==> config.mk <==
export PLATFORM = sky130hd
export DESIGN_NAME = drive_info_objects
export DESIGN_NICKNAME = d
export VERILOG_FILES = /design/src/logic/drive_info_pkg.sv /design/src/logic/ballast_switch.sv /design/src/logic/drive_info_objects.sv
export SDC_FILE = /design/constraint.sdc
export NUM_CORES = 1
export LEC_CHECK = 0
export BUFFER_PORTS_ARGS = -buffer_cell sky130_fd_sc_hd__buf_4
export CORE_ASPECT_RATIO = 2
export CORE_UTILIZATION = 40
export DETAILED_ROUTE_END_ITERATION = 10
export PLACE_DENSITY = 0.76
export SETUP_SLACK_MARGIN = 0.5
export SYNTH_ARGS = -nofsm -noshare
export SYNTH_HDL_FRONTEND = slang
export SYNTH_SLANG_ARGS = --single-unit
export TNS_END_PERCENT = 50
==> constraint.sdc <==
create_clock -name clk_sys -period 4.35 [get_ports clk_sys]
set_clock_uncertainty 0.05 [all_clocks]
set_input_delay 0.87 -clock clk_sys [delete_from_list [all_inputs] [get_ports clk_sys]]
set_output_delay 0.87 -clock clk_sys [all_outputs]
set_load 0.01 [all_outputs]
==> src/logic/drive_info_pkg.sv <==
// Package: object indices, subindex layout, presets and widths of the drive info block
package drive_info_pkg;
  // Object indices
  localparam logic [15:0] IDX_HW_INFO = 16'h4012;
  localparam logic [15:0] IDX_HW_CONFIG = 16'h4013;
  localparam logic [15:0] IDX_OP_COND = 16'h4014;
  localparam logic [15:0] IDX_BALLAST = 16'h4021;
  localparam logic [15:0] IDX_SERIAL = 16'h4040;
  localparam logic [15:0] IDX_IDENTITY = 16'h4041;
  localparam logic [15:0] IDX_BOOT_INFO = 16'h4042;
  localparam logic [15:0] IDX_LAST_ERROR = 16'h603f;
  // Subentry counts reported in subindex 0
  localparam logic [7:0] CNT_HW_INFO = 8'h01;
  localparam logic [7:0] CNT_HW_CONFIG = 8'h01;
  localparam logic [7:0] CNT_OP_COND = 8'h05;
  localparam logic [7:0] CNT_BALLAST = 8'h03;
  localparam logic [7:0] CNT_BOOT_INFO = 8'h03;
  // Subindex numbers
  localparam logic [7:0] SUB_COUNT = 8'h00;
  localparam logic [7:0] SUB_1 = 8'h01;
  localparam logic [7:0] SUB_2 = 8'h02;
  localparam logic [7:0] SUB_3 = 8'h03;
  localparam logic [7:0] SUB_4 = 8'h04;
  localparam logic [7:0] SUB_5 = 8'h05;
  // Preset values
  localparam logic [31:0] RST_HW_CONFIG = 32'h0000_0000;
  localparam logic [31:0] RST_BALLAST_SET = 32'h0000_0001;
  localparam logic [31:0] RST_BALLAST_LIMIT = 32'h0000_c019;
  localparam logic [31:0] RST_BALLAST_HYST = 32'h0000_01f4;
  localparam logic [31:0] RST_RESERVED_TEMP = 32'h0000_0000;
  localparam logic [31:0] RST_BOOT_WORD = 32'h0000_0000;
  // Field positions
  localparam int BALLAST_ON_BIT = 0;
  localparam int BOOT_MAJOR_LSB = 16;
  localparam int ERROR_CODE_W = 16;
  // String widths
  localparam int SERIAL_LEN_DEF = 8;
  localparam int IDENT_LEN_DEF = 8;
  // Access states
  typedef enum logic [2:0] {
    ST_IDLE = 3'b001,
    ST_RESP = 3'b010,
    ST_ABORT = 3'b100
  } access_state_e;
endpackage : drive_info_pkg
==> src/logic/ballast_switch.sv <==
// Ballast comparator with hysteresis
`timescale 1ns/100ps
module ballast_switch import drive_info_pkg::*; (
  input wire logic clk_sys, // System clock
  input wire logic rst_b, // Async reset, active low
  input wire logic enable, // Ballast enabled by software
  input wire logic signed [31:0] supply_mv, // Supply voltage, mV
  input wire logic [31:0] limit_mv, // Switch threshold, mV
  input wire logic [31:0] hyst_mv, // Hysteresis, mV
  output logic active // Ballast on
);
  logic active_q;
  logic [32:0] low_mark;
  logic signed [33:0] sup_ext;

  // Clamp at zero so a large hysteresis cannot wrap the release level
  assign low_mark = (hyst_mv > limit_mv) ? 33'h0_0000_0000 : {1'b0, limit_mv - hyst_mv};
  assign sup_ext = {{2{supply_mv[31]}}, supply_mv};

  always_ff @(posedge clk_sys or negedge rst_b) begin
    if (!rst_b) begin
      active_q <= 1'b0;
    end else if (!enable) begin
      active_q <= 1'b0;
    end else if (sup_ext > $signed({2'b00, limit_mv})) begin
      active_q <= 1'b1;
    end else if (sup_ext < $signed({1'b0, low_mark})) begin
      active_q <= 1'b0;
    end
  end
  assign active = active_q;
endmodule : ballast_switch

==> src/logic/drive_info_objects.sv <==
// Object dictionary entries: hardware info, operating conditions, ballast, identity, boot, last error
//
// Contract
// - EEPROM byte size read-only, zero if absent
// - Hardware config word read/write, preset zero
// - Subindex 1 returns supply voltage in mV
// - Subindex 2 returns logic voltage in mV
// - Subindex 3 returns board temperature, tenth degrees
// - Five subentries; subindices 4, 5 read zero
// - Operating conditions refuse all writes with an abort
// - Ballast bit 0 switches ballast, preset on
// - Ballast threshold read/write, preset 0xc019
// - Ballast hysteresis read/write, preset 0x1f4
// - Ballast subindex 0 reports three entries
// - Boot version: major high, minor low half
// - Boot supported fieldbus bit field
// - Error code shows most recent error
// - Error code is low 16 error-field bits
// - Serial number read-only visible string
// - Identity read-only octet string
`timescale 1ns/100ps
module drive_info_objects import drive_info_pkg::*; #(
  parameter int SERIAL_LEN = SERIAL_LEN_DEF, // Serial string length, bytes
  parameter int IDENT_LEN = IDENT_LEN_DEF // Identity string length, bytes
) (
  input wire logic clk_sys, // System clock
  input wire logic rst_b, // Async reset, active low
  input wire logic acc_req, // Access request pulse
  input wire logic acc_write, // 1 write, 0 read
  input wire logic [15:0] acc_index, // Object index
  input wire logic [7:0] acc_subindex, // Subindex, or byte number for strings
  input wire logic [31:0] acc_wdata, // Write data
  output logic acc_done, // Access complete pulse
  output logic acc_abort, // Access refused pulse
  output logic [31:0] acc_rdata, // Read data
  output logic [7:0] acc_rlen, // Valid bytes in read data
  input wire logic [31:0] eeprom_bytes, // Attached EEPROM size, 0 if none
  input wire logic signed [31:0] supply_mv, // Measured supply voltage
  input wire logic signed [31:0] logic_mv, // Measured logic voltage
  input wire logic signed [31:0] board_temp, // Board temperature, 0.1 C
  input wire logic [31:0] boot_version, // Bootloader version word
  input wire logic [31:0] boot_fieldbus, // Bootloader fieldbus mask
  input wire logic [31:0] boot_hardware_group, // Bootloader hardware group
  input wire logic [8*SERIAL_LEN-1:0] serial_text, // Serial number characters
  input wire logic [8*IDENT_LEN-1:0] ident_octets, // Identity octets
  input wire logic error_push, // New error entry pulse
  input wire logic [31:0] error_entry, // Newest error field entry
  output logic [31:0] hw_config, // Hardware config word
  output logic ballast_on, // Ballast stage drive
  output logic signed [31:0] power_supply_voltage, // Process data copy of supply
  output logic [15:0] last_error // Last error code
);
  // ==========================================================
  // Parameter check
  initial begin
    if (SERIAL_LEN < 1 || SERIAL_LEN > 255 || IDENT_LEN < 1 || IDENT_LEN > 255) begin
      $error("String length out of range");
    end
  end

  // ==========================================================
  // Input synchronisers for measured and strapped values
  logic [31:0] eep_s1_q, eep_s2_q;
  logic [31:0] sup_s1_q, sup_s2_q, log_s1_q, log_s2_q, tmp_s1_q, tmp_s2_q;
  logic [31:0] bv_s1_q, bv_s2_q, bf_s1_q, bf_s2_q, bg_s1_q, bg_s2_q;

  // Multi-bit values may tear for one sample; they change slowly
  always_ff @(posedge clk_sys or negedge rst_b) begin
    if (!rst_b) begin
      eep_s1_q <= 32'h0;
      eep_s2_q <= 32'h0;
      sup_s1_q <= 32'h0;
      sup_s2_q <= 32'h0;
      log_s1_q <= 32'h0;
      log_s2_q <= 32'h0;
      tmp_s1_q <= 32'h0;
      tmp_s2_q <= 32'h0;
      bv_s1_q <= RST_BOOT_WORD;
      bv_s2_q <= RST_BOOT_WORD;
      bf_s1_q <= RST_BOOT_WORD;
      bf_s2_q <= RST_BOOT_WORD;
      bg_s1_q <= RST_BOOT_WORD;
      bg_s2_q <= RST_BOOT_WORD;
    end else begin
      eep_s1_q <= eeprom_bytes;
      eep_s2_q <= eep_s1_q;
      sup_s1_q <= supply_mv;
      sup_s2_q <= sup_s1_q;
      log_s1_q <= logic_mv;
      log_s2_q <= log_s1_q;
      tmp_s1_q <= board_temp;
      tmp_s2_q <= tmp_s1_q;
      bv_s1_q <= boot_version;
      bv_s2_q <= bv_s1_q;
      bf_s1_q <= boot_fieldbus;
      bf_s2_q <= bf_s1_q;
      bg_s1_q <= boot_hardware_group;
      bg_s2_q <= bg_s1_q;
    end
  end

  // ==========================================================
  // Writable entries
  logic [31:0] hw_config_q;
  logic [31:0] ballast_set_q, ballast_limit_q, ballast_hyst_q;
  logic wr_ok;
  logic rd_ok;

  always_ff @(posedge clk_sys or negedge rst_b) begin
    if (!rst_b) begin
      hw_config_q <= RST_HW_CONFIG;
    end else if (acc_req && acc_write && wr_ok && acc_index == IDX_HW_CONFIG) begin
      hw_config_q <= acc_wdata;
    end
  end

  always_ff @(posedge clk_sys or negedge rst_b) begin
    if (!rst_b) begin
      ballast_set_q <= RST_BALLAST_SET;
      ballast_limit_q <= RST_BALLAST_LIMIT;
      ballast_hyst_q <= RST_BALLAST_HYST;
    end else if (acc_req && acc_write && wr_ok && acc_index == IDX_BALLAST) begin
      case (acc_subindex)
        SUB_1: ballast_set_q <= acc_wdata;
        SUB_2: ballast_limit_q <= acc_wdata;
        SUB_3: ballast_hyst_q <= acc_wdata;
        default: ;
      endcase
    end
  end

  // ==========================================================
  // Last error code
  logic [15:0] last_error_q;
  always_ff @(posedge clk_sys or negedge rst_b) begin
    if (!rst_b) begin
      last_error_q <= 16'h0000;
    end else if (error_push) begin
      last_error_q <= error_entry[ERROR_CODE_W-1:0];
    end
  end

  // ==========================================================
  // Ballast comparator
  logic ballast_act;
  ballast_switch u_ballast (
    .clk_sys(clk_sys),
    .rst_b(rst_b),
    .enable(ballast_set_q[BALLAST_ON_BIT]),
    .supply_mv(sup_s2_q),
    .limit_mv(ballast_limit_q),
    .hyst_mv(ballast_hyst_q),
    .active(ballast_act)
  );

  // ==========================================================
  // Read decode and write permission
  logic [31:0] rd_val;
  logic [7:0] rd_len;

  always_comb begin
    rd_val = 32'h0;
    rd_len = 8'h04;
    rd_ok = 1'b1;
    wr_ok = 1'b0;
    case (acc_index)
      IDX_HW_INFO: begin
        case (acc_subindex)
          SUB_COUNT: begin
            rd_val = {24'h0, CNT_HW_INFO};
            rd_len = 8'h01;
          end
          SUB_1: rd_val = eep_s2_q;
          default: rd_ok = 1'b0;
        endcase
      end
      IDX_HW_CONFIG: begin
        case (acc_subindex)
          SUB_COUNT: begin
            rd_val = {24'h0, CNT_HW_CONFIG};
            rd_len = 8'h01;
          end
          SUB_1: begin
            rd_val = hw_config_q;
            wr_ok = 1'b1;
          end
          default: rd_ok = 1'b0;
        endcase
      end
      IDX_OP_COND: begin
        // No subindex here is writable
        case (acc_subindex)
          SUB_COUNT: begin
            rd_val = {24'h0, CNT_OP_COND};
            rd_len = 8'h01;
          end
          SUB_1: rd_val = sup_s2_q;
          SUB_2: rd_val = log_s2_q;
          SUB_3: rd_val = tmp_s2_q;
          SUB_4: rd_val = RST_RESERVED_TEMP;
          SUB_5: rd_val = RST_RESERVED_TEMP;
          default: rd_ok = 1'b0;
        endcase
      end
      IDX_BALLAST: begin
        case (acc_subindex)
          SUB_COUNT: begin
            rd_val = {24'h0, CNT_BALLAST};
            rd_len = 8'h01;
          end
          SUB_1: begin
            rd_val = ballast_set_q;
            wr_ok = 1'b1;
          end
          SUB_2: begin
            rd_val = ballast_limit_q;
            wr_ok = 1'b1;
          end
          SUB_3: begin
            rd_val = ballast_hyst_q;
            wr_ok = 1'b1;
          end
          default: rd_ok = 1'b0;
        endcase
      end
      IDX_SERIAL: begin
        // Byte n of the string read at subindex n; read only
        if (acc_subindex < 8'(SERIAL_LEN)) begin
          rd_val = {24'h0, serial_text[8*acc_subindex +: 8]};
          rd_len = 8'h01;
        end else begin
          rd_ok = 1'b0;
        end
      end
      IDX_IDENTITY: begin
        if (acc_subindex < 8'(IDENT_LEN)) begin
          rd_val = {24'h0, ident_octets[8*acc_subindex +: 8]};
          rd_len = 8'h01;
        end else begin
          rd_ok = 1'b0;
        end
      end
      IDX_BOOT_INFO: begin
        case (acc_subindex)
          SUB_COUNT: begin
            rd_val = {24'h0, CNT_BOOT_INFO};
            rd_len = 8'h01;
          end
          SUB_1: rd_val = bv_s2_q;
          SUB_2: rd_val = bf_s2_q;
          SUB_3: rd_val = bg_s2_q;
          default: rd_ok = 1'b0;
        endcase
      end
      IDX_LAST_ERROR: begin
        rd_val = {16'h0, last_error_q};
        rd_len = 8'h02;
        rd_ok = (acc_subindex == SUB_COUNT);
      end
      default: rd_ok = 1'b0;
    endcase
  end

  // ==========================================================
  // Answer sequencing: one cycle after the request
  access_state_e state_q;
  logic [31:0] rdata_q;
  logic [7:0] rlen_q;

  always_ff @(posedge clk_sys or negedge rst_b) begin
    if (!rst_b) begin
      state_q <= ST_IDLE;
      rdata_q <= 32'h0;
      rlen_q <= 8'h00;
    end else begin
      case (state_q)
        ST_IDLE, ST_RESP, ST_ABORT: begin
          if (!acc_req) begin
            state_q <= ST_IDLE;
          end else if (acc_write ? !wr_ok : !rd_ok) begin
            state_q <= ST_ABORT;
            rdata_q <= 32'h0;
            rlen_q <= 8'h00;
          end else begin
            state_q <= ST_RESP;
            rdata_q <= acc_write ? 32'h0 : rd_val;
            rlen_q <= acc_write ? 8'h00 : rd_len;
          end
        end
        default: state_q <= ST_IDLE;
      endcase
    end
  end

  // ==========================================================
  // Registered side outputs
  logic signed [31:0] pdo_supply_q;
  always_ff @(posedge clk_sys or negedge rst_b) begin
    if (!rst_b) begin
      pdo_supply_q <= 32'sh0;
    end else begin
      pdo_supply_q <= sup_s2_q;
    end
  end

  assign acc_done = state_q[1];
  assign acc_abort = state_q[2];
  assign acc_rdata = rdata_q;
  assign acc_rlen = rlen_q;
  assign hw_config = hw_config_q;
  assign ballast_on = ballast_act;
  assign power_supply_voltage = pdo_supply_q;
  assign last_error = last_error_q;
endmodule : drive_info_objects

# Yosys cells after proc, flatten, opt, wreduce, memory -nomap -nowiden
# Index checks and enable logic that the tools add are counted.
[totals]
out_inout_bits = 123
in_bits = 445
word_cells = 99
reg_bits = 668
[op_classes]
n_lt_le_gt_ge = 4
eq_ne = 17
addsub = 1
mux = 31
reduce_logical = 20
shift = 2
[op_table]
columns = ["cell", "n"]
rows = [
  ["one-hot mux 32 bit (4 select lines)", 3],
  ["one-hot mux 32 bit (8 select lines)", 1],
  ["equality test 16 x 15 -> 1 bit, second input constant", 8],
  ["one-hot mux 32 bit (2 select lines)", 2],
  ["variable part select 64 x 12 -> 8 bit", 2],
  ["2-to-1 mux 32 bit", 3],
  ["> comparator 32 x 33 -> 1 bit", 1],
  ["less-than comparator 32 x 33 -> 1 bit", 1],
  ["> comparator 32 bit", 1],
  ["2-to-1 mux 8 bit", 4],
  ["subtractor 32 bit", 1],
  ["equality test 8 x 2 -> 1 bit, second input constant", 2],
  ["equality test 8 x 3 -> 1 bit, second input constant", 2],
  ["2-to-1 mux 3 bit", 5],
  ["2-to-1 mux 1 bit", 10],
  ["one-hot mux 3 bit (3 select lines)", 1],
  ["equality test 8 x 1 -> 1 bit, second input constant", 1],
  ["logical NOT 8 bit", 1],
  ["less-than comparator 8 x 4 -> 1 bit, second input constant", 1],
  ["AND reduction 2 bit", 4],
  ["OR reduction 2 bit", 4],
  ["OR reduction 3 bit", 2],
  ["OR reduction 6 bit", 1],
  ["one-hot mux 1 bit (5 select lines)", 1],
  ["9 further kinds", 13],
]

# Longest topological paths before layout
# Gate-level depths: netlist of run 1.
[depth]
depth_word = 9
depth_mapped = 21

# Hierarchy
# From an unflattened synthesis of run 1, not the netlist that was laid out.
[unflattened]
hier_cells = 1928
area_unflattened_um2 = 26763.2
[modules_own_cells]
columns = ["mod", "area_each_um2", "cells_each", "n_inst"]
rows = [
  ["drive_info_objects", 23366.2, 1457, 1],
  ["ballast_switch", 3397.0, 471, 1],
]

# Worst setup path after synthesis of run 1
# OpenSTA, ideal clock, no wires.
[synth_timing]
kind = "register to register"
startpoint = "register ballast_limit_q[0]"
endpoint = "register u_ballast.active_q (netlist: u_ballast.active)"
setup_time_ns = 0.133
stages_incl_launch_ff = 21
n_path_buf = 1
arrival_ns = 3.871
required_time_ns = 4.167
slack_ns = 0.295
path_cell_list = "dfstp_2 -> inv_1 -> ha_1 -> fa_1 -> nand2b_1 -> a21oi_1 -> o21ai_0 -> nand2_1 -> a31oi_1 -> o21ai_0 -> a221o_1 -> clkbuf_1 -> nand2_1 -> ha_1 -> or2_2 -> a21oi_1 -> a21oi_1 -> a2111oi_0 -> a211oi_1 -> o21ai_0 -> a32oi_1"
[synth_between]
elab_chain_len = 4
elab_cells_between_ends = 8
[synth_lines]
columns = ["element", "line_no", "source"]
rows = [
  ["from (decl)", "drive_info_objects.sv:105", "logic [31:0] ballast_set_q, ballast_limit_q, ballast_hyst_q;"],
  ["from (signal assigned)", "drive_info_objects.sv:125", "SUB_2: ballast_limit_q <= acc_wdata;"],
  ["subtractor 32 bit / > comparator 32 bit (equally long branches)", "ballast_switch.sv:17", "assign low_mark = (hyst_mv > limit_mv) ? 33'h0_0000_0000 : {1'b0, limit_mv - hyst_mv};"],
  ["2-to-1 mux 32 bit", "ballast_switch.sv:17", ""],
  ["less-than comparator 32 x 33 -> 1 bit", "ballast_switch.sv:27", "end else if (sup_ext < $signed({1'b0, low_mark})) begin"],
  ["!= test 3 x 1 -> 1 bit (no line)", "n/a", ""],
  ["to (signal assigned)", "ballast_switch.sv:22", "active_q <= 1'b0;"],
  ["to (signal assigned)", "ballast_switch.sv:26", "active_q <= 1'b1;"],
  ["to (signal assigned)", "ballast_switch.sv:28", "active_q <= 1'b0;"],
  ["to (decl)", "ballast_switch.sv:12", "logic active_q;"],
]
# Parallel ways exist; a longest one is shown, timed or not.
# A chain may end at the register's enable or synchronous reset.

# Final worst setup path of run 1
[layout_timing]
startpoint = "register ballast_hyst_q[8]"
endpoint = "register u_ballast.active_q (netlist: u_ballast.active)"
[layout_between]
elab_chain_len = 4
elab_cells_between_ends = 5
[layout_lines]
columns = ["element", "line_no", "source"]
rows = [
  ["from (decl)", "drive_info_objects.sv:105", ""],
  ["from (signal assigned)", "drive_info_objects.sv:126", "SUB_3: ballast_hyst_q <= acc_wdata;"],
  ["subtractor 32 bit / > comparator 32 bit (equally long branches)", "ballast_switch.sv:17", ""],
  ["2-to-1 mux 32 bit (*)", "ballast_switch.sv:17", ""],
  ["less-than comparator 32 x 33 -> 1 bit (*)", "ballast_switch.sv:27", ""],
  ["!= test 3 x 1 -> 1 bit (no line) (*)", "n/a", ""],
]
# Mark *: on every way between the ends. The rest lies on a longest branch, timed or not.

==> results.sh, run 1 <==
export IMPL_netlist_area_leader_share_pct=60.8
export IMPL_cap_violations=0
export IMPL_grt_max_degree=96
export IMPL_syn_inst=1973
export IMPL_synth_top_family_by_area="multiplexers"
export IMPL_die_area_um2=67900
export IMPL_max_stage_delay_ns=0.55
export IMPL_r2r_cells=19
export IMPL_rr_endpoint="u_ballast.active"
export IMPL_synth_top_area_cell="dfrtp_1"
export IMPL_finalNonFillerCells=3527
export IMPL_final_nets=3132
export IMPL_synth_compound_area_share_pct=9.24
export IMPL_rsz0062_at_grt="yes"
export IMPL_ys_flop_type="dfrtp_1"
export IMPL_dp_hpwl_mm=70.2
export IMPL_firstDrtPassIters=5
export IMPL_cts_sinks=663
export IMPL_drive_above_1_share_pct=40.8
export IMPL_grt_pass1_vias=20697
export IMPL_clock_latency_ns=0.68
export IMPL_max_slew_margin_rel_pct=41.6
export IMPL_die_y_um=368
export IMPL_cts_buffers=56
export IMPL_holdWs_ns=0.237
export IMPL_vias=19164
export IMPL_min_period_ns=4.04
export IMPL_max_slew_worst_pin_slew_ns=0.875
export IMPL_overflow=0
export IMPL_critPathRequiredTime_ns=4.84
export IMPL_critical_path_top_delay_family="compound AO/OA/AOI/OAI gates"
export IMPL_rows=133
export IMPL_async_flop_share_pct=100
export IMPL_clk_path_buf_depth=3
export IMPL_worst_ep_arrival_time_ns=4.52
export IMPL_critPathKind="reg -> reg"
export IMPL_cts_root_buf="clkbuf_16"
export IMPL_portBuffers=546
export IMPL_hold_viol=0
export IMPL_ys_top_cells_by_count="dfrtp_1, mux2_2, nand2_1, ha_1, a22oi_1"
export IMPL_cts_tree="done"
export IMPL_gp_congestion=0.987
export IMPL_path_cells="inv_1, ha_4, a21oi_4, o211ai_1, nor4_1, buf_4, a21oi_1, o41ai_1, buf_4, xnor2_1, nand2_1, ha_4, or2_2, a21oi_2, a21oi_2, a2111oi_2, a211oi_2, o21ai_2, a32oi_1"
export IMPL_worst_setup_path_start_kind="register"
export IMPL_cts_hold_buf=0
export IMPL_post_place_cells=3399
export IMPL_cp_end_kind="register"
export IMPL_grt_pass1_wl_mm=133
export IMPL_clkSlewWorstSetupHoldPaths_ns=0.08
export IMPL_synth_warnings=0
export IMPL_crit_buf_inv=3
export IMPL_drt_total_wl_mm=92.7
export IMPL_drt_iter0_markers=1224
export IMPL_hold_path_class="in -> async"
export IMPL_initial_core_util_pct=40.6
export IMPL_outcome="finished clean"
export IMPL_setup_viol=0
export IMPL_avgSynthCellArea_um2=13.5
export IMPL_ios=568
export IMPL_synthSimpleGateAreaFrac_pct=6.02
export IMPL_drv_slew=0
export IMPL_r2r_start="ballast_hyst_q[8]"
export IMPL_grt_usage_pct=27.3
export IMPL_ys_seq_elements=663
export IMPL_r2r_slack_ns=0.31
export IMPL_synth_fa_ha_area_share_pct=4.52
export IMPL_period_share_pct=92.8
export IMPL_critPathMaxFanout=4
export IMPL_die_w_um=185
export IMPL_p_leak_nw=16.1
export IMPL_yosys_top_cells_area="dfrtp_1, mux2_2, ha_1, mux4_2, a22oi_1"
export IMPL_max_freq_mhz=248
export IMPL_coreArea_um2=65900
export IMPL_ys_seq_area_share_pct=62.1
export IMPL_muxShareOfSynthArea_pct=14.5
export IMPL_antenna_found_initial=12
export IMPL_htreeDepth=2
export IMPL_synth_cell_type_count=68
export IMPL_synth_xor_area_share_pct=0.917
export IMPL_antenna_left=0
export IMPL_p_per_area_nw_per_um2=373
export IMPL_wl_per_cell_um=26.3
export IMPL_syn2layout_area_growth_pct=30.5
export IMPL_post_synth_top_count_cell="dfrtp_1"
export IMPL_synth_enable_flop_cells=0
export IMPL_syn_cell_area_um2=26700
export IMPL_vias_per_cell=5.43
export IMPL_max_vdd_ir_drop_mv=0.375
export IMPL_drc_errors=0
export IMPL_slowest_stage="dfstp_2"
==> stage by stage <==
stage          util (%)  TNS (ns)  total power [W]  worst slack, ns  cell area (um2)
4_1_cts            52.6         0           0.0132            0.149            34600
5_1_grt            52.9         0           0.0135           0.0984            34900
6_report           52.9         0           0.0130            0.314            34900
3_3_place_gp       49.1    -0.226          0.00765           -0.226            32400
3_5_place_dp       49.1    -0.291          0.00769           -0.291            32400
2_1_floorplan         -         0          0.00695            0.500            26800
==> metal layers <==
layer | share of wire, % | routed length (um) | track usage (%)
met5 | 0 | 0 | 0
met4 | 7.8 | 7270 | 20.0
met3 | 6.1 | 5640 | 5.01
met2 | 53 | 49000 | 48.9
met1 | 33 | 30800 | 27.9
==> power by group <==
part / switching [W] / internal [W] / total, W
combinational: 0.000530 / 0.000510 / 0.00104
sequential: 0.000131 / 0.00640 / 0.00654
clock: 0.00250 / 0.00295 / 0.00545
total: 0.00316 / 0.00987 / 0.0130
==> cells by family (layout without fill, tap and decap cells) <==
logic type | Yosys count | count (layout)
AOI/OAI and AO/OA | 359 | 359
other | 1 | 17
buffers and inverters | 172 | 833
adders and majority gates | 96 | 96
and+or+nand+nor | 336 | 336
DFF | 663 | 663
xor gates and xnor gates | 28 | 28
muxes | 318 | 318
==> worst max-delay path by stage <==
stage,startpoint,endpoint,slack (ns),depth (start not counted)
floorplan,ballast_hyst_q[6],u_ballast.active,0.50,20
global placement,ballast_limit_q[0],u_ballast.active,-0.23,22
detailed placement,ballast_limit_q[0],u_ballast.active,-0.29,21
CTS,ballast_limit_q[0],u_ballast.active,0.15,22
global route,ballast_limit_q[0],u_ballast.active,0.1,22
finish,ballast_hyst_q[8],u_ballast.active,0.31,19
==> layout by cell type (no fill, tap or decap), types with 15 or more instances in the layout <==
cell type  netlist  routed
mux2i_1         53      53
inv_1           73      71
mux2_2         201     201
ha_1            95      77
a22oi_1         93      93
nand4_1         18      18
o22ai_1         41      41
nand3_1         19      18
nand2_1        127     123
mux4_2          32      32
xor2_1          15      15
a21oi_1         51      39
clkbuf_16        0      56
buf_4            5     640
nor2_1          76      75
dfrtp_1        650     650
nor3_1          35      34
o31ai_1         37      36
o21ai_0         43      35
mux2_1          32      32
==> layout make-up <==
type                            instances  area (um2)
Tap cell                              877        1100
Timing Repair Buffer                  655        5060
Antenna cell                           12        30.0
Clock buffer                           65        1500
Clock inverter                         40         523
Inverter                               73         274
Sequential cell                       663       16600
Multi-Input combinational cell       1142        9790
Fill cell                            5596       31000
==> state kept, by name, indices dropped and copies added (netlist names), 16 cells and up <==
| register | cells |
|---|---|
| last_error | 16 |
| ballast_hyst_q | 32 |
| bg_s2_q | 32 |
| acc_rdata | 32 |
| bf_s2_q | 32 |
| bv_s1_q | 32 |
| ballast_set_q | 32 |
| eep_s2_q | 32 |
| bg_s1_q | 32 |
| eep_s1_q | 32 |
| log_s1_q | 32 |
| tmp_s2_q | 32 |
| tmp_s1_q | 32 |
| hw_config | 32 |
| bf_s1_q | 32 |
| power_supply_voltage | 32 |
| ballast_limit_q | 32 |
| sup_s1_q | 32 |
| bv_s2_q | 32 |
| sup_s2_q | 32 |
| log_s2_q | 32 |
==> repair_timing <==
| action | CTS | global route |
|---|---|---|
| resized for setup | 36 | 37 |
| pin swaps | 23 | 21 |
| buffers inserted | 8 | 3 |
| endpoints found under the setup margin | 1 | 1 |
Power figures use the tool's default switching activity.
==> run 2, diff against run 1 <==
Settings changed: CELL_PAD_IN_SITES_DETAIL_PLACEMENT set to 1, CELL_PAD_IN_SITES_GLOBAL_PLACEMENT set to 1, PLACE_DENSITY 0.76 to 0.88.
==> results.sh, run 2 (same netlist as run 1, synthesis figures left out) <==
export IMPL_slowest_stage="dfstp_2"
export IMPL_clkPwrFrac_pct=44.1
export IMPL_critPathKind="reg -> reg"
export IMPL_rsz0062_at_grt="yes"
export IMPL_outcome="finished clean"
export IMPL_worst_setup_path_start_kind="register"
export IMPL_critPathMaxFanout=6
export IMPL_drc_errors=0
export IMPL_ios=568
export IMPL_vias=19958
export IMPL_critPathRequiredTime_ns=4.86
export IMPL_utilization_pct=53.7
export IMPL_max_slew_margin_rel_pct=30.8
export IMPL_grt_max_degree=120
export IMPL_clock_latency_ns=0.68
export IMPL_die_y_um=368
export IMPL_initial_core_util_pct=40.6
export IMPL_net_switching_power_w=0.00333
export IMPL_htreeDepth=2
export IMPL_antenna_left=0
export IMPL_final_nets=3154
export IMPL_p_leak_nw=16.3
export IMPL_p_sw_share_pct=24.4
export IMPL_fillers=6665
export IMPL_portBuffers=546
export IMPL_worst_ep_arrival_time_ns=4.65
export IMPL_dp_hpwl_mm=74.5
export IMPL_cp_startpoint="ballast_limit_q[0]"
export IMPL_clk_path_buf_depth=3
export IMPL_comb_power_share_pct=7.9
export IMPL_die_area_um2=67900
export IMPL_syn2layout_area_growth_pct=32.4
export IMPL_grt_pass1_wl_mm=151
export IMPL_clkSlewWorstSetupHoldPaths_ns=0.07
export IMPL_drv_slew=0
export IMPL_drive_above_1_share_pct=41.7
export IMPL_wl_per_cell_um=29.0
export IMPL_cts_buffers=59
export IMPL_final_common_cell="buf_4"
export IMPL_critical_path_top_delay_family="compound AO/OA/AOI/OAI gates"
export IMPL_seqPwrFrac_pct=47.9
export IMPL_vias_per_cell=5.62
export IMPL_coreArea_um2=65900
export IMPL_min_period_ns=4.13
export IMPL_hold_path_class="in -> async"
export IMPL_path_cells="inv_2, ha_4, fa_2, nand2b_4, a21oi_4, o21ai_2, nand2_2, a31oi_4, o21ai_2, a221o_1, buf_12, buf_8, nand2_4, ha_4, nand4_1, o211ai_1, o221ai_2, o2111ai_2, a31oi_2, nand3_1, o21ai_2, a32oi_1"
export IMPL_firstDrtPassIters=5
export IMPL_max_slew_worst_pin_slew_ns=1.04
export IMPL_overflow=0
export IMPL_crit_buf_inv=3
export IMPL_power_total_w=0.0137
export IMPL_r2r_start="ballast_limit_q[0]"
export IMPL_drt_total_wl_mm=103
export IMPL_gp_congestion=0.945
export IMPL_max_stage_delay_ns=0.55
export IMPL_setup_viol=0
export IMPL_hold_viol=0
export IMPL_cp_end_kind="register"
export IMPL_antenna_found_initial=14
export IMPL_cts_root_buf="clkbuf_16"
export IMPL_max_freq_mhz=242
export IMPL_drt_iter0_markers=1065
export IMPL_grt_pass1_vias=23452
export IMPL_p_int_w=0.0103
export IMPL_cts_tree="done"
export IMPL_cts_sinks=663
export IMPL_max_vdd_ir_drop_mv=0.407
export IMPL_die_w_um=185
export IMPL_crit_top_cell="o21ai_2"
export IMPL_rows=133
export IMPL_grt_usage_pct=30.8
export IMPL_cap_violations=0
export IMPL_mostFrequentLayoutCells="buf_4, dfrtp_1, mux2_2, nand2_1, a22oi_1"
export IMPL_period_share_pct=95.0
export IMPL_p_per_area_nw_per_um2=386
==> run 2: cell count changes in the layout (fill, tap and decap cells not counted), moves of 3 or more <==
cell	previous run	this run
nand2_1	123	118
ha_4	12	16
bufinv_16	7	12
ha_2	6	0
nand2_4	0	3
clkbuf_16	56	59
buf_4	640	655
nand3_2	0	3
buf_12	9	12
==> run 2: worst paths after layout <==
path,cells past startpoint,slack [ns],end
worst max-delay path,22,0.22,u_ballast.active
worst min-delay path,1,0.21,tmp_s2_q[27]
worst max register to register,22,0.22,u_ballast.active
worst min register to register,0,0.29,eep_s2_q[8]
max in group asynchronous,3,2.76,ballast_limit_q[0]
min in group clk_sys,1,0.24,bf_s1_q[21]
==> run 2: power groups by stage <==
stage | registers [W] | logic (W) | clock network [W]
2_1_floorplan | 0.00660 | 0.000347 | 0
3_3_place_gp | 0.00664 | 0.00102 | 0
3_5_place_dp | 0.00666 | 0.00106 | 0
4_1_cts | 0.00655 | 0.00108 | 0.00612
5_1_grt | 0.00657 | 0.00116 | 0.00634
6_report | 0.00655 | 0.00108 | 0.00603
==> run 2: final cells by class <==
class	instances	area [um2]	share of cell area (%)
Tap cell	877	1100	3.10
Multi-Input combinational cell	1142	9890	27.9
Antenna cell	10	25.0	0.0707
Sequential cell	663	16600	46.9
Clock buffer	68	1590	4.49
Inverter	73	274	0.774
Clock inverter	44	662	1.87
Timing Repair Buffer	674	5250	14.8
==> run 2: metrics by stage <==
step	hold WS [ns]	cells	area (um2)	setup TNS, ns	worst slack [ns]
finish	0.205	3551	35400	0	0.219
global route	0.217	3551	35400	-0.00305	-0.00305
CTS	0.201	3538	35200	0	0.260
detailed placement	0.286	3417	32600	-0.145	-0.145
global placement	0.283	3417	32600	-0.0703	-0.0703
floorplan	0.281	1977	26800	0	0.500
==> run 2: timing repair <==
| action | CTS | global route |
|---|---|---|
| resized for setup | 50 | 31 |
| pin swaps | 24 | 23 |
| setup endpoints to repair | 1 | 1 |
| hold buffers | 0 | 0 |
| setup buffers | 9 | 3 |
| endpoints found under the hold margin | 0 | 0 |
==> run 2: layer usage <==
layer | share of wire [%] | vias to the layer above | global-route usage (%) | wire length [um]
met3 | 5.0 | 314 | 5.15 | 5180
met2 | 53 | 849 | 54.8 | 54200
met5 | 0.037 | - | 0 | 38
met1 | 36 | 10377 | 33.8 | 36700
li1 | - | 8412 | - | -
met4 | 6.5 | 6 | 18.4 | 6740
